--- config.mk ---
export PLATFORM = sky130hd
export DESIGN_NAME = input_amp_gain_regs
export DESIGN_NICKNAME = d
export VERILOG_FILES = /design/src/hw/amp_gain_pkg.sv /design/src/hw/amp_gain_slew.sv /design/src/hw/input_amp_gain_regs.sv
export SDC_FILE = /design/constraint.sdc
export NUM_CORES = 1
export LEC_CHECK = 0
export BUFFER_PORTS_ARGS = -buffer_cell sky130_fd_sc_hd__buf_2
export CAP_MARGIN = 30
export CORE_ASPECT_RATIO = 0.7
export CORE_MARGIN = 2
export CORE_UTILIZATION = 54
export DETAILED_ROUTE_END_ITERATION = 8
export GPL_TIMING_DRIVEN = 0
export PLACE_DENSITY = 0.78
export SETUP_SLACK_MARGIN = 0.5
export SLEW_MARGIN = 20
export SYNTH_ARGS = -nofsm -noshare
export SYNTH_HDL_FRONTEND = slang
export SYNTH_SLANG_ARGS = --single-unit
--- constraint.sdc ---
create_clock -name sys_clk_in -period 4.6 [get_ports sys_clk_in]
set_input_delay 1.15 -clock sys_clk_in [delete_from_list [all_inputs] [get_ports sys_clk_in]]
set_output_delay 1.15 -clock sys_clk_in [all_outputs]
set_load 0.05 [all_outputs]
--- src/hw/amp_gain_pkg.sv ---
// Purpose: Constants for the input amplifier gain register bank
// Assumes: Byte-wide register port, 40 MHz core clock
// Notes: Offsets are byte addresses on the control port
package amp_gain_pkg;
	// ----------------------------------------
	// Register offsets
	// ----------------------------------------
	localparam logic [7:0] OFS_AMP2_CONTROL = 8'h25;
	localparam logic [7:0] OFS_AMP3_CONTROL = 8'h26;
	localparam logic [7:0] OFS_SLEW_CONTROL = 8'h27;
	localparam logic [7:0] OFS_BOOST_CONTROL = 8'h28;
	// ----------------------------------------
	// Reset values
	// ----------------------------------------
	localparam logic [7:0] RST_AMP_CONTROL = 8'h40;
	localparam logic [7:0] RST_SLEW_CONTROL = 8'h00;
	localparam logic [7:0] RST_BOOST_CONTROL = 8'h00;
	// ----------------------------------------
	// Field positions
	// ----------------------------------------
	localparam int BIT_MIC_SELECT = 7;
	localparam int BIT_SILENCE = 6;
	localparam int GAIN_MSB = 5;
	localparam int SLEW_MSB = 5;
	localparam int SLEW_LSB = 4;
	localparam int BOOST_MSB = 3;
	localparam logic [5:0] GAIN_ZERO = 6'h00;
	// ----------------------------------------
	// Slew times in microseconds and cycle counts
	// ----------------------------------------
	localparam int CLK_MHZ = 40;
	localparam int SLEW_US_0 = 21500;
	localparam int SLEW_US_1 = 42500;
	localparam int SLEW_US_2 = 85000;
	localparam int SLEW_CYC_0 = SLEW_US_0 * CLK_MHZ;
	localparam int SLEW_CYC_1 = SLEW_US_1 * CLK_MHZ;
	localparam int SLEW_CYC_2 = SLEW_US_2 * CLK_MHZ;
	localparam logic [1:0] SLEW_CODE_1 = 2'h1;
	localparam logic [1:0] SLEW_CODE_2 = 2'h2;
endpackage

--- src/hw/amp_gain_slew.sv ---
// Purpose: Ramps one amplifier's applied gain code toward its target
// Assumes: Step interval set by the caller, one step per interval
// Notes: Bypass jumps straight to the target
`timescale 1ns/10ps
module amp_gain_slew (
	// Clock and reset
	input wire logic sys_clk_in,
	input wire logic reset_in,
	// Control
	input wire logic [5:0] target_in,
	input wire logic bypass_in,
	input wire logic [31:0] step_cycles_in,
	// Result
	output logic [5:0] gain_out,
	output logic busy_out
);
	logic [31:0] tick;
	wire at_target = (gain_out == target_in);
	wire step_due = (tick >= step_cycles_in);
	wire [5:0] next_gain = (gain_out < target_in) ? gain_out + 6'h01 : gain_out - 6'h01;

	// Step the applied code one LSB per interval
	always_ff @(posedge sys_clk_in or posedge reset_in) begin
		if (reset_in) begin
			gain_out <= 6'h00;
			tick <= 32'h0;
			busy_out <= 1'b0;
		end else if (bypass_in) begin
			gain_out <= target_in;
			tick <= 32'h0;
			busy_out <= 1'b0;
		end else if (at_target) begin
			tick <= 32'h0;
			busy_out <= 1'b0;
		end else if (step_due) begin
			gain_out <= next_gain;
			tick <= 32'h0;
			busy_out <= 1'b1;
		end else begin
			tick <= tick + 32'h1;
			busy_out <= 1'b1;
		end
	end
endmodule // amp_gain_slew

--- src/hw/input_amp_gain_regs.sv ---
// Purpose: Control registers for input amplifiers 2 and 3 plus shared slew and boost
// Assumes: Byte-wide synchronous control port on the core clock
// Notes: Slew time sets the duration of a full-range gain change
//
// Behaviour
// - Control 2 bit 7 picks line input with amp off or mic input with amp on and slewing.
// - Control 2 bit 6 is a mute resetting to one, and while set the gain code is ignored.
// - Control 2 bits 5 to 0 are the gain code resetting to zero, minus 12 dB upward in steps.
// - Control 3 lives at 0x26 and resets to 0x40.
// - Control 3 bit 7 picks line input with amp off or mic input with amp on and slewing.
// - Control 3 bit 6 is a mute resetting to one that makes the gain code ignored.
// - Control 3 bits 5 to 0 use the same gain mapping as amplifier 2.
// - Slew control lives at 0x27, resets to zero, and bits 7 and 6 are reserved read/write.
// - Slew bits 3 to 0 disable slewing per amplifier, which then ignores the time field.
// - Boost lives at 0x28, resets to zero, with reserved upper four bits.
// - Boost bit n adds 10 dB to amplifier n's gain.
`timescale 1ns/10ps
module input_amp_gain_regs (
	// Clock and reset
	input wire logic sys_clk_in,
	input wire logic reset_in,
	// Control port
	input wire logic [7:0] reg_addr_in,
	input wire logic reg_write_in,
	input wire logic [7:0] reg_wdata_in,
	output logic [7:0] reg_rdata_out,
	// Amplifier 2 analog controls
	output logic amp2_mic_select_out,
	output logic amp2_silence_out,
	output logic [5:0] amp2_gain_code_out,
	// Amplifier 3 analog controls
	output logic amp3_mic_select_out,
	output logic amp3_silence_out,
	output logic [5:0] amp3_gain_code_out,
	// Shared controls
	output logic [3:0] amp_ramp_off_out,
	output logic [3:0] amp_extra_gain_out,
	output logic [1:0] slew_time_out
);
	logic [7:0] input_amp2_control;
	logic [7:0] input_amp3_control;
	logic [7:0] amp_slew_control;
	logic [7:0] amp_boost_control;
	logic [7:0] next_rdata;

	// ----------------------------------------
	// Address decode
	// ----------------------------------------
	wire wr_amp2 = reg_write_in && (reg_addr_in == amp_gain_pkg::OFS_AMP2_CONTROL);
	wire wr_amp3 = reg_write_in && (reg_addr_in == amp_gain_pkg::OFS_AMP3_CONTROL);
	wire wr_slew = reg_write_in && (reg_addr_in == amp_gain_pkg::OFS_SLEW_CONTROL);
	wire wr_boost = reg_write_in && (reg_addr_in == amp_gain_pkg::OFS_BOOST_CONTROL);

	// Readback mux; unmapped offsets read zero
	always_comb begin
		case (reg_addr_in)
			amp_gain_pkg::OFS_AMP2_CONTROL: next_rdata = input_amp2_control;
			amp_gain_pkg::OFS_AMP3_CONTROL: next_rdata = input_amp3_control;
			amp_gain_pkg::OFS_SLEW_CONTROL: next_rdata = amp_slew_control;
			amp_gain_pkg::OFS_BOOST_CONTROL: next_rdata = amp_boost_control;
			default: next_rdata = 8'h00;
		endcase
	end

	// ----------------------------------------
	// Register storage
	// ----------------------------------------
	// Reserved bits are stored whole since they are read/write
	always_ff @(posedge sys_clk_in or posedge reset_in) begin
		if (reset_in) begin
			input_amp2_control <= amp_gain_pkg::RST_AMP_CONTROL;
			input_amp3_control <= amp_gain_pkg::RST_AMP_CONTROL;
			amp_slew_control <= amp_gain_pkg::RST_SLEW_CONTROL;
			amp_boost_control <= amp_gain_pkg::RST_BOOST_CONTROL;
			reg_rdata_out <= 8'h00;
		end else begin
			if (wr_amp2) input_amp2_control <= reg_wdata_in;
			if (wr_amp3) input_amp3_control <= reg_wdata_in;
			if (wr_slew) amp_slew_control <= reg_wdata_in;
			if (wr_boost) amp_boost_control <= reg_wdata_in;
			reg_rdata_out <= next_rdata;
		end
	end

	// ----------------------------------------
	// Slew timing
	// ----------------------------------------
	// Reserved code 11 falls back to the shortest time
	wire [1:0] slew_code = amp_slew_control[amp_gain_pkg::SLEW_MSB:amp_gain_pkg::SLEW_LSB];
	wire [31:0] ramp_cycles = (slew_code == amp_gain_pkg::SLEW_CODE_2) ? amp_gain_pkg::SLEW_CYC_2 :
		(slew_code == amp_gain_pkg::SLEW_CODE_1) ? amp_gain_pkg::SLEW_CYC_1 :
		amp_gain_pkg::SLEW_CYC_0;
	// Full range is 63 steps, so each step gets one 63rd of the time
	wire [31:0] step_cycles = ramp_cycles / 32'd63;

	// Mute or line mode forces the target to zero gain code
	function automatic logic amp_live(input logic [7:0] control);
		return control[amp_gain_pkg::BIT_MIC_SELECT] && !control[amp_gain_pkg::BIT_SILENCE];
	endfunction
	wire amp2_active = amp_live(input_amp2_control);
	wire amp3_active = amp_live(input_amp3_control);
	wire [5:0] amp2_target = amp2_active ?
		input_amp2_control[amp_gain_pkg::GAIN_MSB:0] : amp_gain_pkg::GAIN_ZERO;
	wire [5:0] amp3_target = amp3_active ?
		input_amp3_control[amp_gain_pkg::GAIN_MSB:0] : amp_gain_pkg::GAIN_ZERO;
	wire [5:0] amp2_ramped;
	wire [5:0] amp3_ramped;

	// ----------------------------------------
	// Gain ramps
	// ----------------------------------------
	// Disabled slew bypasses the time field entirely
	amp_gain_slew u_amp2_slew (
		.sys_clk_in(sys_clk_in),
		.reset_in(reset_in),
		.target_in(amp2_target),
		.bypass_in(amp_slew_control[2]),
		.step_cycles_in(step_cycles),
		.gain_out(amp2_ramped),
		.busy_out()
	);
	amp_gain_slew u_amp3_slew (
		.sys_clk_in(sys_clk_in),
		.reset_in(reset_in),
		.target_in(amp3_target),
		.bypass_in(amp_slew_control[3]),
		.step_cycles_in(step_cycles),
		.gain_out(amp3_ramped),
		.busy_out()
	);

	// ----------------------------------------
	// Analog control outputs
	// ----------------------------------------
	always_ff @(posedge sys_clk_in or posedge reset_in) begin
		if (reset_in) begin
			amp2_mic_select_out <= 1'b0;
			amp2_silence_out <= 1'b1;
			amp2_gain_code_out <= 6'h00;
			amp3_mic_select_out <= 1'b0;
			amp3_silence_out <= 1'b1;
			amp3_gain_code_out <= 6'h00;
			amp_ramp_off_out <= 4'h0;
			amp_extra_gain_out <= 4'h0;
			slew_time_out <= 2'h0;
		end else begin
			amp2_mic_select_out <= input_amp2_control[amp_gain_pkg::BIT_MIC_SELECT];
			amp2_silence_out <= input_amp2_control[amp_gain_pkg::BIT_SILENCE];
			amp2_gain_code_out <= amp2_ramped;
			amp3_mic_select_out <= input_amp3_control[amp_gain_pkg::BIT_MIC_SELECT];
			amp3_silence_out <= input_amp3_control[amp_gain_pkg::BIT_SILENCE];
			amp3_gain_code_out <= amp3_ramped;
			amp_ramp_off_out <= amp_slew_control[3:0];
			amp_extra_gain_out <= amp_boost_control[amp_gain_pkg::BOOST_MSB:0];
			slew_time_out <= (slew_code == 2'h3) ? 2'h0 : slew_code;
		end
	end

	// ----------------------------------------
	// Checks
	// ----------------------------------------
	property p_mute_zero;
		@(posedge sys_clk_in) disable iff (reset_in)
		(input_amp2_control[6] && amp_slew_control[2]) |=> ##1 (amp2_gain_code_out == 6'h00);
	endproperty
	a_mute_zero: assert property (p_mute_zero) else $error("amp2 gain not zero while muted");
	property p_amp3_write;
		@(posedge sys_clk_in) disable iff (reset_in)
		wr_amp3 |=> (input_amp3_control == $past(reg_wdata_in));
	endproperty
	a_amp3_write: assert property (p_amp3_write) else $error("amp3 write lost");
	property p_boost_out;
		@(posedge sys_clk_in) disable iff (reset_in)
		wr_boost |=> ##1 (amp_extra_gain_out == $past(reg_wdata_in[3:0], 2));
	endproperty
	a_boost_out: assert property (p_boost_out) else $error("boost output wrong");
	property p_readback;
		@(posedge sys_clk_in) disable iff (reset_in)
		(reg_addr_in == amp_gain_pkg::OFS_SLEW_CONTROL) |=> (reg_rdata_out == $past(amp_slew_control));
	endproperty
	a_readback: assert property (p_readback) else $error("slew readback wrong");
	property p_bypass_gain;
		@(posedge sys_clk_in) disable iff (reset_in)
		(amp_slew_control[3] && amp3_active) ##1 (amp_slew_control[3] && $stable(amp3_target))
		|=> (amp3_gain_code_out == $past(amp3_target, 2));
	endproperty
	a_bypass_gain: assert property (p_bypass_gain) else $error("amp3 bypass gain wrong");
	property p_slew_reserved;
		@(posedge sys_clk_in) disable iff (reset_in)
		(slew_code == 2'h3) |=> (slew_time_out == 2'h0);
	endproperty
	a_slew_reserved: assert property (p_slew_reserved) else $error("reserved slew not mapped");
	property p_mic_out;
		@(posedge sys_clk_in) disable iff (reset_in)
		wr_amp2 |=> ##1 (amp2_mic_select_out == $past(reg_wdata_in[7], 2));
	endproperty
	a_mic_out: assert property (p_mic_out) else $error("amp2 mic select wrong");
	property p_amp3_mute;
		@(posedge sys_clk_in) disable iff (reset_in)
		wr_amp3 |=> ##1 (amp3_silence_out == $past(reg_wdata_in[6], 2));
	endproperty
	a_amp3_mute: assert property (p_amp3_mute) else $error("amp3 mute wrong");
	property p_line_zero;
		@(posedge sys_clk_in) disable iff (reset_in)
		(amp_slew_control[2] && !input_amp2_control[amp_gain_pkg::BIT_MIC_SELECT])
		|=> ##1 (amp2_gain_code_out == amp_gain_pkg::GAIN_ZERO);
	endproperty
	a_line_zero: assert property (p_line_zero) else $error("amp2 line gain wrong");
	// Amplifier 2 never moves more than one code per clock while slewing
	property p_ramp_step;
		@(posedge sys_clk_in) disable iff (reset_in)
		!amp_slew_control[2] |=> ((amp2_ramped == $past(amp2_ramped)) ||
			(amp2_ramped == $past(amp2_ramped) + 6'h01) ||
			(amp2_ramped == $past(amp2_ramped) - 6'h01));
	endproperty
	a_ramp_step: assert property (p_ramp_step) else $error("amp2 ramp jumped");
	property p_boost_store;
		@(posedge sys_clk_in) disable iff (reset_in)
		wr_boost |=> (amp_boost_control == $past(reg_wdata_in));
	endproperty
	a_boost_store: assert property (p_boost_store) else $error("boost write lost");
	property p_slew_store;
		@(posedge sys_clk_in) disable iff (reset_in)
		wr_slew |=> (amp_slew_control == $past(reg_wdata_in));
	endproperty
	a_slew_store: assert property (p_slew_store) else $error("slew write lost");
endmodule // input_amp_gain_regs

==> results.sh <==
export IMPL_synth_top_family_by_area="simple AND/OR/NAND/NOR gates"
export IMPL_clk_pin_slew_worst_paths_ns=0.06
export IMPL_gp_congestion=0.850
export IMPL_critPathKind="flip-flop to flip-flop"
export IMPL_synth_largest_area_cell="dfrtp_1"
export IMPL_total_power_uw=4270
export IMPL_tightestPinTransition_ns=0.876
export IMPL_cp_data_arrival_time_ns=4.07
export IMPL_clk_latency_ns=0.42
export IMPL_num_rows=34
export IMPL_hold_path_cell_count=0
export IMPL_reg2reg_slack_ns=0.83
export IMPL_leakagePower_uw=0.00385
export IMPL_core_area_um2=12300
export IMPL_synth_most_common_cell="dfrtp_1"
export IMPL_via_per_inst=5.71
export IMPL_vdd_drop_max_uv=556
export IMPL_synth_xor_area_frac=0.0464
export IMPL_async_flop_share=1.00
export IMPL_synth_edff_count=0
export IMPL_rr_worst_depth=14
export IMPL_chipHeight_um=97.9
export IMPL_place_area_um2=7460
export IMPL_clock_path_buffers=2
export IMPL_ys_seq_elements=142
export IMPL_syn_area_um2=6800
export IMPL_cts_buffers=17
export IMPL_synth_mux_area_frac=0.0579
export IMPL_worstSetupStartpointType="flip-flop"
export IMPL_clock_sinks=142
export IMPL_synth_compound_area_frac=0.0831
export IMPL_diodes=0
export IMPL_grt_pass1_wl_um=25400
export IMPL_synthTopCellsByArea="dfrtp_1, ha_1, mux2_2"
export IMPL_hold_class="flip-flop to flip-flop"
export IMPL_fill_cells=928
export IMPL_grt_max_degree=37
export IMPL_worstPathRequired_ns=4.90
export IMPL_drive_above_1_share=0.206
export IMPL_critical_path_max_stage_delay_ns=0.45
export IMPL_synth_common_cells="dfrtp_1, ha_1, nor2_1, nand2_1, mux2_2"
export IMPL_min_period_ns=3.77
export IMPL_cts_tree="done"
export IMPL_ys_seq_area_frac=0.523
export IMPL_ys_types=56
export IMPL_hold_viol=0
export IMPL_syn_avg_cell_area_um2=11.5
export IMPL_die_width_um=138
export IMPL_max_slew_margin=0.416
export IMPL_path_cells="inv_1 > ha_1 > inv_1 > ha_1 > a211oi_1 > o21ai_0 > ha_1 > nor2b_1 > o21ai_0 > a21oi_1 > o311ai_2 > and2_0 > clkbuf_1 > mux2_2"
export IMPL_synth_flop_cell="dfrtp_1"
export IMPL_ctsHoldBuffers=0
export IMPL_gr_usage_all_layers=0.238
export IMPL_worst_setup_path_end_kind="flip-flop"
export IMPL_dieArea_um2=13500
export IMPL_start_util=0.551
export IMPL_drv_slew=0
export IMPL_io_buffers=52
export IMPL_cts_htree_levels=4
export IMPL_area_growth_pct=18.5
export IMPL_grt_antenna_before_repair=0
export IMPL_vias=4993
export IMPL_nets=781
export IMPL_postCtsSetupBuffers=0
export IMPL_max_freq_mhz=266
export IMPL_wl_per_cell_um=17.4
export IMPL_synth_cells=594
export IMPL_synth_simple_gate_area_share=0.153
export IMPL_fin_area_um2=8060
export IMPL_cts_root_buf="clkbuf_16"
export IMPL_drv_cap=0
export IMPL_cp_common_cell="ha_1"
export IMPL_skew_ns=0.00740
export IMPL_status="finished, final reports clean"
export IMPL_cp_slowest_cell="o311ai_2"
export IMPL_setup_viol=0
export IMPL_synthAdderAreaFrac=0.116
export IMPL_postRouteWirelength_um=15200
export IMPL_rsz0062_at_grt="no"
export IMPL_drc=0
export IMPL_grt_overflow=0
export IMPL_detail_route_antenna_nets=0
export IMPL_period_share=0.819
export IMPL_grt_pass1_vias=5035
export IMPL_setup_tns_ns=0
export IMPL_cellPowerDensity_nw_per_um2=530
export IMPL_drt_iter0_drc=435
export IMPL_hpwl_um=10500
export IMPL_synth_top_area_frac=0.508
export IMPL_drt_pass1_iter_count=5
export IMPL_ys_warnings_count=0
export IMPL_ios=53
export IMPL_critPathMaxFanout=7
[what timing repair did]
action	4_1_cts	5_1_grt
endpoints found under the setup margin	0	2
endpoints found under the hold margin	0	0
resized for setup	0	3
[flip-flops by register name, indices dropped and copies added, names as in the netlist, 8 cells and up]
signal,flops
u_amp2_slew.tick,32
u_amp3_slew.tick,32
amp_boost_control,8
amp_slew_control,8
input_amp2_control,8
input_amp3_control,8
reg_rdata_out,8
[metal layers]
layer	vias to the layer above	global-route usage	wire length (µm)
li1	2313	-	-
met1	2515	0.322	6860
met2	146	0.379	7360
met3	19	0.0647	859
met4	0	0.0761	147
met5	-	0	0
[area by class of cell]
type	instances	area, µm²	area share
multi-input combinational	451	3230	0.401
sequential	142	3560	0.442
timing repair buffer	56	340	0.0422
clock inverter	14	145	0.0180
inverter	22	86.3	0.0107
tap	162	203	0.0252
clock buffer	18	439	0.0545
buffer	10	50.0	0.00621
[worst max-delay path, delay by kind of cell, from the launching register on]
family / cells / cell delay, ns
DFF: 1 / 0.43
buffers and inverters: 3 / 0.54
adders and majority gates: 3 / 0.96
AOI/OAI and AO/OA: 5 / 1.11
muxes: 1 / 0.37
and+or+nand+nor: 2 / 0.25
[stage by stage]
stage	cells	hold WS [ns]	setup WS, ns	utilization
after floorplan	625	0.365	1.42	-
after global routing	875	0.394	0.547	0.653
after detailed placement	843	0.377	0.763	0.605
final	875	0.385	0.834	0.653
after global placement	839	0.375	0.920	0.599
after CTS	875	0.385	0.709	0.652
[worst paths after layout]
path,startpoint,to
max,amp_slew_control[5],u_amp3_slew.gain_out[3]
min,input_amp2_control[6],amp2_silence_out
max reg2reg,amp_slew_control[5],u_amp3_slew.gain_out[3]
min reg2reg,input_amp2_control[6],amp2_silence_out
max in group asynchronous,reset_in,u_amp3_slew.tick[24]
min in group asynchronous,reset_in,amp2_gain_code_out[2]
[cells in the final DEF, fill, tap and decap left out, drive strengths merged, types with 3 or more instances in the layout]
cell type  netlist  layout
conb             1      32
xnor2           12      12
clkinvlp         0       5
a21o             5       5
o21ai           15      15
or4              3       3
xor2            24      24
mux2            35      35
nor4            10      10
inv             22      21
a222oi           8       8
a31oi            3       3
clkbuf           5      23
dfstp            4       4
dfrtp          138     138
nor3             9       9
a21oi           24      24
a211oi          10      10
and2             3       3
o211a            3       3
nand3           30      30
nand2           57      57
nand4           12      12
nor2            55      55
ha              60      60
nor2b            4       4
buf              5      61
nand2b           4       4
and3             9       9
clkinv           0       8
[cell families (layout without fill, tap and decap cells)]
| group | Yosys count | after routing |
|---|---|---|
| multiplexers | 35 | 35 |
| buffers and inverters | 32 | 120 |
| AO/OA/AOI/OAI | 83 | 83 |
| flip-flops | 142 | 142 |
| AND/OR/NAND/NOR | 203 | 203 |
| other | 1 | 32 |
| XOR/XNOR | 36 | 36 |
| adder cells (fa/ha/maj) | 62 | 62 |
[where the power goes]
group / internal (µW) / switching (µW)
clock: 810 / 539
combinational: 563 / 826
sequential: 1410 / 128
(Power assumes the default switching activity.)
